--- config.mk ---
export PLATFORM = sky130hd
export DESIGN_NAME = parallel_flash_programming_port
export DESIGN_NICKNAME = d
export VERILOG_FILES = /design/src/ffpi_pkg.sv /design/src/parallel_flash_programming_port.sv
export SDC_FILE = /design/constraint.sdc
export NUM_CORES = 1
export LEC_CHECK = 0
export ABC_AREA = 1
export BUFFER_PORTS_ARGS = -buffer_cell sky130_fd_sc_hd__buf_2
export CORE_MARGIN = 5
export CORE_UTILIZATION = 30
export CTS_CLUSTER_SIZE = 24
export DETAILED_ROUTE_END_ITERATION = 8
export GPL_ROUTABILITY_DRIVEN = 0
export PLACE_DENSITY_LB_ADDON = 0.12
export SETUP_SLACK_MARGIN = 0.4
export SYNTH_ARGS = -nofsm -noshare
export SYNTH_HDL_FRONTEND = slang
export SYNTH_HIERARCHICAL = 1
export SYNTH_SLANG_ARGS = --single-unit
--- constraint.sdc ---
create_clock -name clock -period 2.8 [get_ports clock]
set_clock_uncertainty 0.05 [all_clocks]
set_input_delay 0.56 -clock clock [delete_from_list [all_inputs] [get_ports clock]]
set_output_delay 0.56 -clock clock [all_outputs]
set_load 0.05 [all_outputs]
--- src/ffpi_pkg.sv ---
// Shared constants and carrier types for the parallel flash programming port.
// Assumes a single 200 MHz core clock; pins sampled as synchronous inputs.
package ffpi_pkg;

  // Field selector codes
  localparam logic [3:0] FIELD_COMMAND      = 4'h0;
  localparam logic [3:0] FIELD_ADDRESS_LOW  = 4'h1;
  localparam logic [3:0] FIELD_ADDRESS_NEXT = 4'h2;
  localparam logic [3:0] FIELD_DATA         = 4'h5;

  // Command codes
  localparam logic [15:0] READ_FLASH_CMD            = 16'h0011;
  localparam logic [15:0] WRITE_PAGE_CMD            = 16'h0012;
  localparam logic [15:0] WRITE_PAGE_LOCK_CMD       = 16'h0022;
  localparam logic [15:0] ERASE_WRITE_PAGE_CMD      = 16'h0032;
  localparam logic [15:0] ERASE_WRITE_PAGE_LOCK_CMD = 16'h0042;
  localparam logic [15:0] ERASE_ALL_CMD             = 16'h0013;
  localparam logic [15:0] SET_LOCK_BITS_CMD         = 16'h0014;
  localparam logic [15:0] CLEAR_LOCK_BITS_CMD       = 16'h0024;
  localparam logic [15:0] GET_LOCK_BITS_CMD         = 16'h0015;
  localparam logic [15:0] SET_GP_NVM_CMD            = 16'h0034;
  localparam logic [15:0] CLEAR_GP_NVM_CMD          = 16'h0044;
  localparam logic [15:0] GET_GP_NVM_CMD            = 16'h0025;
  localparam logic [15:0] SET_SECURITY_CMD          = 16'h0054;
  localparam logic [15:0] GET_SECURITY_CMD          = 16'h0035;
  localparam logic [15:0] WRITE_MEMORY_CMD          = 16'h001f;
  localparam logic [15:0] SELECT_CONTROLLER_CMD     = 16'h0016;
  localparam logic [15:0] GET_VERSION_CMD           = 16'h001e;

  // Address handling
  localparam logic [31:0] ADDRESS_RESET = 32'h0000_0000;
  localparam logic [31:0] ADDRESS_STEP  = 32'h0000_0002;
  localparam int          ADDR_LOW_LSB  = 0;
  localparam int          ADDR_NEXT_LSB = 16;

  // Timing: slowest external clock accepted is 32 kHz
  localparam int CLOCK_PERIOD_PS     = 5000;
  localparam int EXT_MIN_FREQ_KHZ    = 32;
  localparam int EXT_MAX_PERIOD_PS   = 1000000000 / EXT_MIN_FREQ_KHZ;
  localparam int EXT_DETECT_CYCLES   = EXT_MAX_PERIOD_PS / CLOCK_PERIOD_PS;
  localparam int FIFO_DEPTH          = 4;

  // Request handed to the flash executor
  typedef struct packed {
    logic [3:0]  field;
    logic [15:0] cmd;
    logic [31:0] addr;
    logic [15:0] data;
  } req_s;

  // Handshake states, one-hot
  typedef enum logic [5:0] {
    ST_IDLE    = 6'b000001,
    ST_PUSH    = 6'b000010,
    ST_RD_DATA = 6'b000100,
    ST_RD_OE   = 6'b001000,
    ST_RD_DRV  = 6'b010000,
    ST_WAIT_HI = 6'b100000
  } hs_state_e;

endpackage

--- src/parallel_flash_programming_port.sv ---
// Parallel flash programming port: handshake engine, field latch, request
// FIFO towards the flash executor, and external clock presence detection.
// Assumes pull-ups on every port pin outside the chip and a flash executor
// that drains requests and answers reads with rd_valid/rd_data.
// Function
// - Field 0 command, 1 low address, 2 next address byte, 5 data; others none.
// - Command field stores the latched word as the pending command.
// - 0x0011 read, 0x0012 write page, 0x0022 write page and lock.
// - 0x0032 erase then write, 0x0042 erase, write, then lock.
// - 0x0013 erase all, 0x0014/0x0024 set/clear lock, 0x0015 read lock.
// - GP bits 0x0034/0x0044/0x0025; security set 0x0054, read 0x0035.
// - 0x001F write memory, 0x0016 select controller, 0x001E version.
// - Use external clock if above 32 kHz, decided before first ready drop.
// - Selector and data set before strobe; device latches them on strobe low.
// - Device drops ready after latching; programmer holds inputs until then.
// - With ready low device executes and polls for strobe high.
// - Ready rises only after strobe high and execution done.
// - At reset every port pin is an input with pull-up.
// - Read drives bus after output enable low, then valid; releases on high.
// - Data handshakes in read or page-write commands advance the address.
`timescale 1ns/1ps
`default_nettype none

// Small synchronous FIFO, flip-flop storage
module ffpi_fifo #(
  parameter int WIDTH = 8,
  parameter int DEPTH = 4
) (
  // Clock and reset
  input  wire logic             clock,
  input  wire logic             reset_n,
  // Fill side
  input  wire logic             in_valid,
  output logic                  in_ready,
  input  wire logic [WIDTH-1:0] in_data,
  // Drain side
  output logic                  out_valid,
  input  wire logic             out_ready,
  output logic [WIDTH-1:0]      out_data
);
  localparam int AW = (DEPTH > 1) ? $clog2(DEPTH) : 1;
  typedef struct packed {
    logic [DEPTH-1:0][WIDTH-1:0] mem;
    logic [AW-1:0]               wp;
    logic [AW-1:0]               rp;
    logic [AW:0]                 cnt;
  } fifo_s;
  fifo_s s_q, s_d;
  logic  push, pop;

  // Honest full and empty straight from the count
  assign in_ready  = (s_q.cnt != (AW+1)'(DEPTH));
  assign out_valid = (s_q.cnt != '0);
  assign out_data  = s_q.mem[s_q.rp];
  assign push      = in_valid && in_ready;
  assign pop       = out_valid && out_ready;

  // Pointer and count update
  always_comb begin
    s_d = s_q;
    if (push) begin
      s_d.mem[s_q.wp] = in_data;
      s_d.wp = (s_q.wp == AW'(DEPTH-1)) ? '0 : s_q.wp + AW'(1);
    end
    if (pop) begin
      s_d.rp = (s_q.rp == AW'(DEPTH-1)) ? '0 : s_q.rp + AW'(1);
    end
    s_d.cnt = s_q.cnt + (AW+1)'(push) - (AW+1)'(pop);
  end

  always_ff @(posedge clock or negedge reset_n) begin
    if (!reset_n) begin
      s_q <= '0;
    end else begin
      s_q <= s_d;
    end
  end
endmodule

module parallel_flash_programming_port
  import ffpi_pkg::*;
#(
  parameter int EXT_DETECT = ffpi_pkg::EXT_DETECT_CYCLES,
  parameter int DEPTH      = ffpi_pkg::FIFO_DEPTH
) (
  // Clock and reset
  input  wire logic             clock,
  input  wire logic             reset_n,
  // Mode straps and external clock
  input  wire logic             test_select,
  input  wire logic             prog_select_a,
  input  wire logic             prog_select_b,
  input  wire logic             ext_clock_in,
  // Programmer pins
  input  wire logic             cmd_strobe_n,
  input  wire logic             read_out_enable_n,
  input  wire logic [3:0]       field_select,
  input  wire logic [15:0]      prog_data_bus_in,
  output logic [15:0]           prog_data_bus_out,
  output logic                  prog_data_bus_oe,
  output logic                  port_ready,
  output logic                  port_ready_oe,
  output logic                  bus_drive_valid_n,
  output logic                  bus_drive_valid_n_oe,
  // Clock source choice
  output logic                  ext_clock_select,
  // Flash executor side
  output logic                  req_valid,
  input  wire logic             req_ready,
  output ffpi_pkg::req_s        req,
  input  wire logic             rd_valid,
  input  wire logic [15:0]      rd_data
);
  import ffpi_pkg::*;
  localparam int GW = $clog2(EXT_DETECT + 1);

  typedef struct packed {
    hs_state_e     st;
    logic [3:0]    sel;
    logic [15:0]   cmd;
    logic [31:0]   addr;
    logic [15:0]   data;
    logic [15:0]   rdata;
    logic          drive;
    logic          valid_n;
    logic [1:0]    strobe_sync;
    logic [1:0]    oe_sync;
    logic [2:0]    xin_sync;
    logic [GW-1:0] gap;
    logic          seen_edge;
    logic          ext_fast;
    logic          ext_sel;
    logic          clk_locked;
    logic          live;
  } core_s;
  core_s s_q, s_d;

  logic prog_mode, strobe_s, oe_s, xin_rise, fifo_in_ready, push_ok;
  req_s push_req;

  // Read-type commands answer over the data bus
  function automatic logic is_read_cmd(input logic [15:0] c);
    return (c == READ_FLASH_CMD) || (c == GET_LOCK_BITS_CMD) ||
           (c == GET_GP_NVM_CMD) || (c == GET_SECURITY_CMD) ||
           (c == GET_VERSION_CMD);
  endfunction

  // Commands whose data handshakes walk the address
  function automatic logic is_stream_cmd(input logic [15:0] c);
    return (c == READ_FLASH_CMD) || (c == WRITE_PAGE_CMD) ||
           (c == WRITE_PAGE_LOCK_CMD) || (c == ERASE_WRITE_PAGE_CMD) ||
           (c == ERASE_WRITE_PAGE_LOCK_CMD);
  endfunction

  // Second sync stage, plus third for the clock edge; first stage feeds nothing else
  assign strobe_s  = s_q.strobe_sync[1];
  assign oe_s      = s_q.oe_sync[1];
  assign xin_rise  = s_q.xin_sync[1] && !s_q.xin_sync[2];
  assign prog_mode = test_select && prog_select_a && prog_select_b;
  assign push_req  = '{field: s_q.sel, cmd: s_q.cmd, addr: s_q.addr,
                       data: s_q.data};
  assign push_ok   = (s_q.st == ST_PUSH) && fifo_in_ready;

  // Next state of the whole port
  always_comb begin
    s_d = s_q;
    s_d.live        = 1'b1; // Pins may drive only once out of reset
    s_d.strobe_sync = {s_q.strobe_sync[0], cmd_strobe_n};
    s_d.oe_sync     = {s_q.oe_sync[0], read_out_enable_n};
    s_d.xin_sync    = {s_q.xin_sync[1:0], ext_clock_in};
    // Clock presence: a rising edge no later than the slowest period
    if (xin_rise) begin
      s_d.ext_fast  = s_q.seen_edge && (s_q.gap < GW'(EXT_DETECT));
      s_d.seen_edge = 1'b1;
      s_d.gap       = '0;
    end else if (s_q.gap != GW'(EXT_DETECT)) begin
      s_d.gap = s_q.gap + GW'(1);
    end else begin
      s_d.ext_fast = 1'b0; // Too slow or tied low: ignored
    end
    if (!s_q.clk_locked) begin
      s_d.ext_sel = s_q.ext_fast; // Frozen once ready first drops
    end
    case (s_q.st)
      ST_IDLE: begin
        // Starts only while ready high, strobe low
        if (prog_mode && !strobe_s) begin
          s_d.sel        = field_select;
          s_d.data       = prog_data_bus_in;
          s_d.clk_locked = 1'b1;
          s_d.st         = ST_WAIT_HI;
          case (field_select)
            FIELD_COMMAND: begin
              s_d.cmd = prog_data_bus_in;
              s_d.st  = ST_PUSH;
            end
            FIELD_ADDRESS_LOW: begin
              s_d.addr[ADDR_LOW_LSB +: 16] = prog_data_bus_in;
            end
            FIELD_ADDRESS_NEXT: begin
              s_d.addr[ADDR_NEXT_LSB +: 8] = prog_data_bus_in[7:0];
            end
            FIELD_DATA: begin
              s_d.st = ST_PUSH;
            end
            default: begin
              s_d.st = ST_WAIT_HI; // Selects nothing
            end
          endcase
        end
      end
      ST_PUSH: begin
        // Execution done once the executor queue takes the word
        if (fifo_in_ready) begin
          if (s_q.sel == FIELD_DATA && is_stream_cmd(s_q.cmd)) begin
            s_d.addr = s_q.addr + ADDRESS_STEP;
          end
          if (s_q.sel == FIELD_DATA && is_read_cmd(s_q.cmd)) begin
            s_d.st = ST_RD_DATA;
          end else begin
            s_d.st = ST_WAIT_HI;
          end
        end
      end
      ST_RD_DATA: begin
        if (rd_valid) begin
          s_d.rdata = rd_data;
          s_d.st    = ST_RD_OE;
        end
      end
      ST_RD_OE: begin
        // Bus stays input until output enable falls
        if (!oe_s) begin
          s_d.drive = 1'b1;
          s_d.st    = ST_RD_DRV;
        end
      end
      ST_RD_DRV: begin
        s_d.valid_n = 1'b0; // Data already stable one cycle
        if (oe_s) begin
          s_d.drive   = 1'b0;
          s_d.valid_n = 1'b1;
          s_d.st      = ST_WAIT_HI;
        end
      end
      ST_WAIT_HI: begin
        // Poll for strobe high before raising ready
        if (strobe_s) begin
          s_d.st = ST_IDLE;
        end
      end
      default: begin
        s_d.st = ST_IDLE;
      end
    endcase
  end

  always_ff @(posedge clock or negedge reset_n) begin
    if (!reset_n) begin
      s_q             <= '0;
      s_q.st          <= ST_IDLE;
      s_q.addr        <= ADDRESS_RESET;
      s_q.valid_n     <= 1'b1;
      s_q.strobe_sync <= 2'h3;
      s_q.oe_sync     <= 2'h3;
    end else begin
      s_q <= s_d;
    end
  end

  // Queue towards the flash executor; a stall holds ready low
  ffpi_fifo #(.WIDTH($bits(req_s)), .DEPTH(DEPTH)) u_req_fifo (
    .clock     (clock),
    .reset_n   (reset_n),
    .in_valid  (s_q.st == ST_PUSH),
    .in_ready  (fifo_in_ready),
    .in_data   (push_req),
    .out_valid (req_valid),
    .out_ready (req_ready),
    .out_data  (req)
  );

  // Pins stay inputs outside programming mode and in reset
  assign port_ready           = (s_q.st == ST_IDLE);
  assign port_ready_oe        = prog_mode && s_q.live;
  assign bus_drive_valid_n    = s_q.valid_n;
  assign bus_drive_valid_n_oe = prog_mode && s_q.live;
  assign prog_data_bus_out    = s_q.rdata;
  assign prog_data_bus_oe     = prog_mode && s_q.drive;
  assign ext_clock_select     = s_q.ext_sel;
endmodule

`default_nettype wire

# [After elaboration in Yosys (flattened, before gate mapping)]
# Index checks and enable logic that the tools add are counted.
[totals] elab_cells=135 reg_bits=396
[op_classes] n_eq_ne=33 addsub=6 reduce_logical=36 n_mux=30 n_lt_le_gt_ge=4
[ops] op="$bwmux 272" count=1
[ops] op="$bmux 68 s2" count=1
[ops] op="$demux 68 s2" count=1
[ops] op="$mux 68" count=2
[ops] op="$eq 16x5->1 const B" count=4
[ops] op="$eq 16x6->1 const B" count=4
[ops] op="$mux 24" count=2
[ops] op="$pmux 24 s2" count=1
[ops] op="$mux 6" count=7
[ops] op="$mux 40" count=1
[ops] op="$pmux 6 s6" count=1
[ops] op="$add 32x2->32 const B" count=1
[ops] op="$mux 16" count=2
[ops] op="$mux 13" count=2
[ops] op="$mux 26" count=1
[ops] op="$eq 16x7->1 const B" count=1
[ops] op="$ne 2x2->1 const B" count=7
[ops] op="$add 13x1->13 const B" count=1
[ops] op="$lt 13x13->1 const B" count=1
[ops] op="$ne 13x13->1 const B" count=1
[ops] op="$logic_and 1x1->1" count=12
[ops] op="$reduce_and 5->1" count=2
[ops] op="$reduce_and 3->1" count=3
[ops] op="$eq 4x3->1 const B" count=2
[ops] op="other kinds (28)" count=48

# [Longest topological paths before layout]
# Gate-level depths: netlist of run 1.
[depth] ltp_word=9 mapped_depth=12

# [By module]
# Netlist of run 1, hierarchy kept.
[modules_own_cells] module="ffpi_fifo" seq_area_each_um2=6981.7 cells_each=1777 area_each_um2=14139.8 instances=1
[modules_own_cells] module="parallel_flash_programming_port" seq_area_each_um2=2935.3 cells_each=788 area_each_um2=6274.8 instances=1

# [Worst setup path after synthesis of run 1]
# OpenSTA, ideal clock, no wires.
[synth_timing] kind="register -> register" start="register s_q[114] (netlist name)" end="register u_req_fifo/s_q[2] (netlist name)" setup_ns=0.122 arrival_time_ns=2.513 stages_incl_launch_ff=13 period_less_slack_ns=2.686 setup_slack_ns=0.114 required_ns=2.628 path_buffers=3 path_cell_list="dfrtp_1 nor2_8 nand3_4 nor2_8 buf_2 buf_2 buf_2 nand2_1 ha_1 inv_1 ha_1 fa_1 xnor2_1"
[synth_lines] element="end signal: assignment" line_no="parallel_flash_programming_port.sv:73" rtl="s_q <= '0;"
[synth_lines] element="end signal: assignment" line_no="parallel_flash_programming_port.sv:75" rtl="s_q <= s_d;"
[synth_lines] element="end: declaration" line_no="parallel_flash_programming_port.sv:48" rtl="fifo_s s_q, s_d;"

==> results of run 1 <==
==> synthesized netlist by cell type, drive strengths merged, types with 2 or more instances <==
cell      n
nand2   943
dfrtp   390
nand4   288
inv     229
buf     170
o21ai   132
a21oi    83
nor2     76
o211ai   68
nand3    66
clkbuf   29
nor3     18
mux2     16
ha       10
or2       8
xor2      8
xnor2     7
dfstp     6
nand3b    3
o21bai    3
and2      2
o21a      2
==> cell families (layout without fill, tap and decap cells) <==
| group | Yosys count | count (layout) | synth area share |
|---|---|---|---|
| AO/OA/AOI/OAI | 293 | 293 | 0.0824 |
| XOR/XNOR | 15 | 15 | 0.00644 |
| multiplexers | 16 | 16 | 0.0105 |
| flip-flops | 396 | 396 | 0.486 |
| adder cells (fa/ha/maj) | 11 | 11 | 0.00711 |
| other | 1 | 1 | 0.000184 |
| AND/OR/NAND/NOR | 1405 | 1405 | 0.309 |
| buffers and inverters | 428 | 525 | 0.0988 |
==> path summary, 6_finish.rpt <==
path | endpoint | slack, ps | cells past startpoint
worst max-delay path | req[53] | 130 | 5
min in group asynchronous | u_req_fifo/s_q[7] | 500 | 2
worst min-delay path | prog_data_bus_out[7] | 170 | 2
max in group asynchronous | u_req_fifo/s_q[91] | 1410 | 3
worst max register to register | u_req_fifo/s_q[1] | 510 | 8
worst min register to register | s_d[20] | 300 | 0
==> registers in the layout, indices dropped and copies added, names as in the netlist <==
name               cells
push_req              68
prog_data_bus_out     16
s_d                    4
ext_clock_select       1
oe_s                   1
u_req_fifo/s_q       279
s_q                   26
bus_drive_valid_n      1
==> per-layer routing <==
metal / vias up / GRT usage / part of all wire
met5: - / 0 / 0.00017
met4: 2 / 0.0404 / 0.017
met3: 78 / 0.0304 / 0.053
met2: 464 / 0.286 / 0.45
met1: 8665 / 0.268 / 0.48
li1: 8570 / - / -
==> what timing repair did <==
item | CTS | global route
endpoints found under the setup margin | 69 | 86
resized for setup | 133 | 66
gates cloned | 3 | 5
hold buffers | 4 | 0
buffers inserted | 8 | 11
pin swaps | 7 | 13
hold endpoints to repair | 52 | 0
==> layout make-up <==
type | count | area share
repair buffers | 210 | 0.0885
clock buffers | 74 | 0.0604
flip-flops and latches | 396 | 0.410
multi-input cells | 1741 | 0.356
well taps | 873 | 0.0452
clock inverters | 12 | 0.00440
inverters | 229 | 0.0355
==> where the power goes <==
| part | switching (mW) | internal (mW) | total (mW) |
|---|---|---|---|
| clock | 2.56 | 3.68 | 6.24 |
| combinational | 6.29 | 3.14 | 9.43 |
| sequential | 0.636 | 6.07 | 6.70 |
| total | 9.49 | 12.9 | 22.4 |
==> impl_summary.md, run 1 <==
Synth
In the post-synthesis netlist, the biggest area contributors are sky130_fd_sc_hd__dfrtp_1 48%, sky130_fd_sc_hd__nand2_1 17%, sky130_fd_sc_hd__nand4_1 8.7%, sky130_fd_sc_hd__inv_1 4.1%, sky130_fd_sc_hd__buf_2 2.7%. The number of instances in the synthesized netlist is 2565. During synthesis, Yosys emitted a total of 6 warnings.

In the synthesized netlist the dominant register cell turns out to be sky130_fd_sc_hd__dfrtp_1. In this run, synthesis inferred 0 flip-flops with an integrated enable. Of the post-synthesis cell area, the dominant cell type holds 0.478. The biggest area contributor in the post-synthesis netlist is sky130_fd_sc_hd__dfrtp_1. The post-synthesis area per instance is 7.96 µm². When the netlist entered floorplanning its net count stood at 2622. The sequential element share of the synthesized area is 0.486. Yosys mapped the design onto 52 distinct sky130hd cell types. The total of flip-flops plus latches after synthesis is 396.

After synthesis the cells add up to 20400 µm². Counting flops with an async set or reset pin after synthesis yields a share of 1.00.

GRT
The number of antenna violations at the first check in global routing is 1. The maximum number of pins on one net before global-route repair is 148. The global-route wire length before repair is 107000 µm. The via count of the first global-routing pass is 17200.

Across every metal layer, demand over resource in global routing totals 0.183. The remaining global-route overflow is 0.

Final layout
From synthesis to final layout, the design area changed by 18.5%. For this run, the number of standard cells in the final layout without fillers is 3535. The multi-input combinational cells in the finished layout cover a total of 8600 µm². The filler cells instantiated in the layout total 6997. The fraction of the core area covered by cells at the end of the flow is 0.360.

In the layout the commonest cells are 932 x sky130_fd_sc_hd__nand2_1, 387 x sky130_fd_sc_hd__dfrtp_1, 285 x sky130_fd_sc_hd__nand4_1, 225 x sky130_fd_sc_hd__inv_1, 80 x sky130_fd_sc_hd__o21ai_0. The number of diodes is 0. The share of layout cells above drive strength 1 is 0.141.

Summing all flip-flop and latch instances after layout gives 9930 µm². After routing the design area is 24200 µm². The total number of nets in the final design is 2683. The most common library cell in the layout ignoring fill and taps is sky130_fd_sc_hd__nand2_1.

STA
The worst max-slew margin expressed relative to the limit is 0.214. Setup repair after global routing could not meet its margin everywhere. The clock period minus worst slack is 2670 ps.

The maximum clock frequency is 374 MHz. The worst setup margin is 126 ps. The final count of hold timing violations came to 0. The final worst-path cycle share is 0.955. The setup-violating endpoint count in the final report is 0.

The total count of max-transition violations in the final report is 0. For the pin with the worst max-slew slack, the measured transition is 1180 ps. The summed negative setup slack over all endpoints is 0 ps. The worst-case hold slack is 166 ps.

Clocking
The root buffer cell chosen for the clock tree is sky130_fd_sc_hd__clkbuf_16. The clock net in this run drives a total of 396 sinks. The clock latency on the worst-skew pair is 580 ps. The clock buffer count from CTS is 48. Clock-pin slew was measured on the worst setup and hold paths at 60 ps. The clock tree from TritonCTS is built. Counting along the longest clock path gives a buffer depth of 3. The level count of the clock H-tree is 2.

Placement
After detailed placement, the total cell area comes to 21700 µm². Once placement completed, the tool counted placed cells totaling 3418. After legalization and detailed placement, the total HPWL measured 39600 µm. The worst-case setup slack after placement is 477 ps. During placement, the flow inserted port buffers numbering 136.

Hold path
The tightest min-delay check is of the in -> reg type. In this run the most critical hold path is launched from rd_data[7].

Route
The average wire per standard cell is 19.7 µm. The routed layout has 17800 vias. For this block, the routed nets add up to 69700 µm of wire. In the routed design, unresolved DRC markers number 0. The average vias per placed instance is 5.03. The first-iteration detailed-routing DRC count is 1497. The first detailed-routing pass ran for 5 iterations.

The count of nets left with antenna violations after detail routing is 0.

Floorplanning
The core region is 67300 µm². For this configuration, the core starts out at a cell density of 0.303. Measured along the y axis, the die boundary spans 271 µm. The number of cell rows is 95. The floorplan step defined a die boundary enclosing 73400 µm². In this run the horizontal extent of the chip is 271 µm. 137 I/O pins were placed.

Pwr
The leakage power of the design is 12.2 nW. The overall power after layout is 22.4 mW. Power spread over the standard cell area amounts to 925 nW/µm².

The worst voltage drop across the vdd grid is 562 µV.

Setup path
Grouping stages by cell kind, the critical path spends the most delay in flip-flops. The endpoint class of the critical path is a primary output. The launch point of the worst reg-to-reg path is s_q[114]. Along the worst path, the maximum fanout reaches 62. The data required time at the worst endpoint is 2190 ps.

Data arrives at the worst endpoint at 2060 ps. The critical path startpoint is u_req_fifo/s_q[4]. The slowest cell on the critical path is sky130_fd_sc_hd__dfrtp_4. The nature of the critical path startpoint is a flop. The maximum cell stage delay along the critical path is 560 ps. Traced cell by cell, the critical path runs through buf_16, a21oi_1, o21ai_0, nand2_1, buf_6. The critical path class is reg -> out. The number of buffers and inverters on the critical path is 2.

Run status
The run finished with clean final reports.

Run
Across the run, the number of max-cap violations was 0.
Power figures use the tool's default switching activity.
==> run 2: changes to the inputs <==
--- a/config.mk
+++ b/config.mk
@@ -5,7 +5,7 @@
 export SDC_FILE = /design/constraint.sdc
 export NUM_CORES = 1
 export LEC_CHECK = 0
-export ABC_AREA = 1
+export ABC_AREA = 0
 export BUFFER_PORTS_ARGS = -buffer_cell sky130_fd_sc_hd__buf_2
 export CORE_MARGIN = 5
 export CORE_UTILIZATION = 30
==> run 2 against run 1 <==
The run now ends with negative setup slack left. Core utilization fell by 0.27 points. Global-route usage fell by 0.71 points. Combinational power rose by 10%. Critical path depth did not move. Synthesized area rose by 23%. Routed wire length rose by 19%.
==> impl_summary.md, run 2 <==
Run status
The flow ran to the end, but the final reports show violations. The checks that failed: negative setup slack.

Synth
The number of library cell types mapped by synthesis is 77. The total of warnings raised by yosys is 6. In the synthesized netlist the async set-or-reset flop fraction comes to 1.00. The total of flip-flops plus latches after synthesis is 396. Yosys instantiated no cell more often than sky130_fd_sc_hd__dfrtp_1.

The mapped cell area is 25200 µm². Synthesis produced a netlist with a net count of 2312. Counting instances in the post-synthesis netlist gives the leading cell types as 390 x sky130_fd_sc_hd__dfrtp_1, 285 x sky130_fd_sc_hd__and3_1, 274 x sky130_fd_sc_hd__a211o_1. The number of enable-type register cells in the synthesized netlist is 0. By area the synthesized netlist is led by sky130_fd_sc_hd__dfrtp_1 39%, sky130_fd_sc_hd__a211o_1 9.5%, sky130_fd_sc_hd__and4bb_2 8.2%, sky130_fd_sc_hd__a21boi_0 8.1%, sky130_fd_sc_hd__and3_1 7.1%.

The number of instances in the synthesized netlist is 2255. The cell taking the most area after synthesis is sky130_fd_sc_hd__dfrtp_1. Of the post-synthesis cell area, the dominant cell type holds 0.388.

The most instantiated flip-flop cell in the synthesis netlist is sky130_fd_sc_hd__dfrtp_1. The post-synthesis area per instance is 11.2 µm². Of the synthesized area, sequential elements account for 0.394.

STA
The final count of hold timing violations is 0. The maximum clock frequency is 357 MHz. The final worst-path cycle share is 1.00.

Across all setup checks in the final design, the least slack found is -0.916 ps. The total count of max-transition violations in the final report is 0. The clock period minus worst slack is 2800 ps.

Headroom to the max-slew limit came out at 0.287. Setup repair after global routing could not meet its margin everywhere. For the pin with the worst max-slew slack, the measured transition is 1070 ps. The setup-violating endpoint count in the final report is 1.

GRT
The remaining global-route overflow is 0. The maximum number of pins on one net before global-route repair is 209. The via count of the first global-routing pass is 19800. The total routing resource utilization after global routing is 0.176. The number of antenna violations at the first check in global routing was 4. The first global-routing pass estimated 127000 µm of wire.

Pwr
For this design the ratio of total power to cell area is 820 nW/µm². IR analysis of the VDD net gives a maximum drop of 1250 µV. The leakage power of the design is 15.5 nW.

Setup path
The launch point of the worst reg-to-reg path is s_q[113]. The critical path crosses 5 cells after its start point. The nature of the critical path startpoint is a flop. Together, buffers and inverters on the worst path number 4. Data arrives at the worst endpoint at 2190 ps.

Of all nets on the critical path, the largest fanout is 8. The data required time at the worst endpoint is 2190 ps. In this run the worst setup path terminates at req[28]. The critical path class is reg -> out.

STA classifies the critical path endpoint as a primary output. In this design, the stage delay of the slowest critical-path cell is 500 ps. The largest individual stage delay along the critical path comes from the cell sky130_fd_sc_hd__dfrtp_4. The cell type group with the largest total delay on the critical path is buffers and inverters. The cell type with the highest occurrence count on the critical path is sky130_fd_sc_hd__buf_12. The number of cells on the worst reg-to-reg path is 10.

Traced cell by cell, the critical path runs through buf_12, buf_12, buf_16, mux4_2, buf_6. The flop-to-flop setup slack is 440 ps. The reg-to-reg critical path endpoint is u_req_fifo/s_q[2]. The critical path startpoint is u_req_fifo/s_q[3].

Hold path
The path class of the tightest hold or removal check is in -> reg. The worst hold path depth is 2.

Clocking
The number of sinks handled by clock tree synthesis is 396. The root buffer cell is sky130_fd_sc_hd__clkbuf_16. The clock buffer count from CTS is 52. In this run the number of H-tree levels came out at 2. The clock tree from TritonCTS is built. Clock latency on the worst-skew pair, taken at its later pin, is 600 ps. The clock tree buffer depth is 3. Clock-pin slew was measured on the worst setup and hold paths at 60 ps.

Final layout
The fraction of the core area covered by cells at the end of the flow is 0.357. The layout overhead on the synthesized area is 18.2%. The library cells used most frequently in the layout, excluding fill and tap cells, are 370 x sky130_fd_sc_hd__dfrtp_1, 285 x sky130_fd_sc_hd__and3_1, 274 x sky130_fd_sc_hd__a211o_1, 272 x sky130_fd_sc_hd__a21boi_0, 166 x sky130_fd_sc_hd__and4bb_2.

After filler insertion, the fill cell instance count of the layout stands at 8209. The library cell used most frequently in the layout, excluding fill and tap cells, is sky130_fd_sc_hd__dfrtp_1. The register with the most flip-flops in the layout has 279 of them. Of the cells placed in the final design, the portion with a size suffix greater than 1 is 0.299.

The register ranked first by flip-flop count is u_req_fifo/s_q. For this run, the post-layout net count is 2315. After routing the design area is 29800 µm².

Route
The final layout contains routed wiring with a total length of 83200 µm. The remaining routing DRC violations is 0. The average wire per standard cell is 24.6 µm. The average vias per placed instance is 5.81. The count of nets left with antenna violations once routing finished came out at 0. The total via count after detailed routing is 19600. For this run, the detailed router's first-pass iteration total came to 5.

The first-iteration detailed-routing DRC count is 1381.

Floorplanning
The die boundary height is 300 µm. The top-level I/O count is 137. The area of the placeable core is 83400 µm². The number of cell rows is 106.

The initial standard-cell utilization of the core is 0.302. The overall die area is 89800 µm². From left edge to right edge, the die measures 300 µm.

Placement
The half-perimeter wire length after detailed placement is 45200 µm. Summing all placed instances gives a cell area of 26700 µm². Input and output buffers added on the ports amount to 136.

Run
The max-capacitance violation count is 0.
==> run 2: changes by cell type after synthesis, moves of 185 or more <==
cell	previous run	this run
sky130_fd_sc_hd__nand4_1	285	8
sky130_fd_sc_hd__a21boi_0	1	272
sky130_fd_sc_hd__nand2_1	935	36
sky130_fd_sc_hd__inv_1	225	19
sky130_fd_sc_hd__clkbuf_1	29	214
sky130_fd_sc_hd__and3_1	0	285
sky130_fd_sc_hd__a211o_1	0	274
==> run 2: final cells by class <==
type | count | area, µm² | area share
multi-input cells | 1535 | 13900 | 0.467
flip-flops and latches | 396 | 9950 | 0.334
repair buffers | 253 | 2770 | 0.0930
clock buffers | 82 | 1570 | 0.0526
well taps | 1080 | 1350 | 0.0454
clock inverters | 13 | 120 | 0.00403
inverters | 20 | 97.6 | 0.00328
diodes | 2 | 5.00 | 0.000168
==> run 2: worst min-delay path by stage <==
| stage | from | endpoint | slack [ps] |
|---|---|---|---|
| after floorplan | reset_n | ext_clock_select | 210 |
| after global placement | s_d[19] | s_d[20] | 280 |
| after detailed placement | s_d[19] | s_d[20] | 290 |
| after CTS | rd_valid | s_q[113] | 90 |
| after global routing | rd_data[8] | prog_data_bus_out[8] | 110 |
| final | rd_valid | s_q[113] | 140 |
==> run 2: through the flow <==
| stage | instances | setup slack [ps] | setup TNS, ps | hold slack, ps | power [mW] |
|---|---|---|---|---|---|
| final | 3381 | -0.916 | -0.916 | 136 | 24.4 |
| after CTS | 3362 | -38.7 | -286 | 94.2 | 24.5 |
| after global routing | 3379 | -55.2 | -742 | 107 | 25.6 |
| after floorplan | 2255 | -51.4 | -51.4 | 214 | 13.7 |
| after global placement | 3240 | 202 | 0 | 285 | 16.6 |
| after detailed placement | 3240 | 223 | 0 | 290 | 16.7 |
==> run 2: timing repair <==
action	in CTS	in global routing
gates cloned	4	2
endpoints found under the hold margin	46	0
buffers inserted	19	15
resized for setup	213	47
hold buffers	4	0
endpoints found under the setup margin	145	202
pin swaps	7	7
==> run 2: layer usage <==
| metal | track usage | part of all wire | vias up | wire, µm |
|---|---|---|---|---|
| met5 | 0 | 0.00032 | - | 27 |
| met4 | 0.0378 | 0.019 | 4 | 1610 |
| met3 | 0.0325 | 0.052 | 95 | 4320 |
| met2 | 0.277 | 0.46 | 455 | 37900 |
| met1 | 0.255 | 0.47 | 10200 | 39300 |
| li1 | - | - | 8830 | - |
==> run 2: cells by family (layout without fill, tap and decap cells) <==
kind of cell | Yosys count | in the layout | share of synthesized area
compound gates | 662 | 662 | 0.208
xor+xnor | 22 | 22 | 0.00765
fa+ha+maj | 11 | 11 | 0.00576
buf+inv | 324 | 368 | 0.0632
flops | 396 | 396 | 0.394
mux | 122 | 122 | 0.0850
other cells | 1 | 3 | 0.000149
simple gates | 717 | 717 | 0.236
==> run 2: where the power goes <==
part           leakage (nW)  internal (mW)  total [mW]  switching [mW]
Sequential             5.32           6.53        7.33           0.798
Combinational          9.39           4.21        10.4            6.19
Clock                 0.829           3.99        6.69            2.70
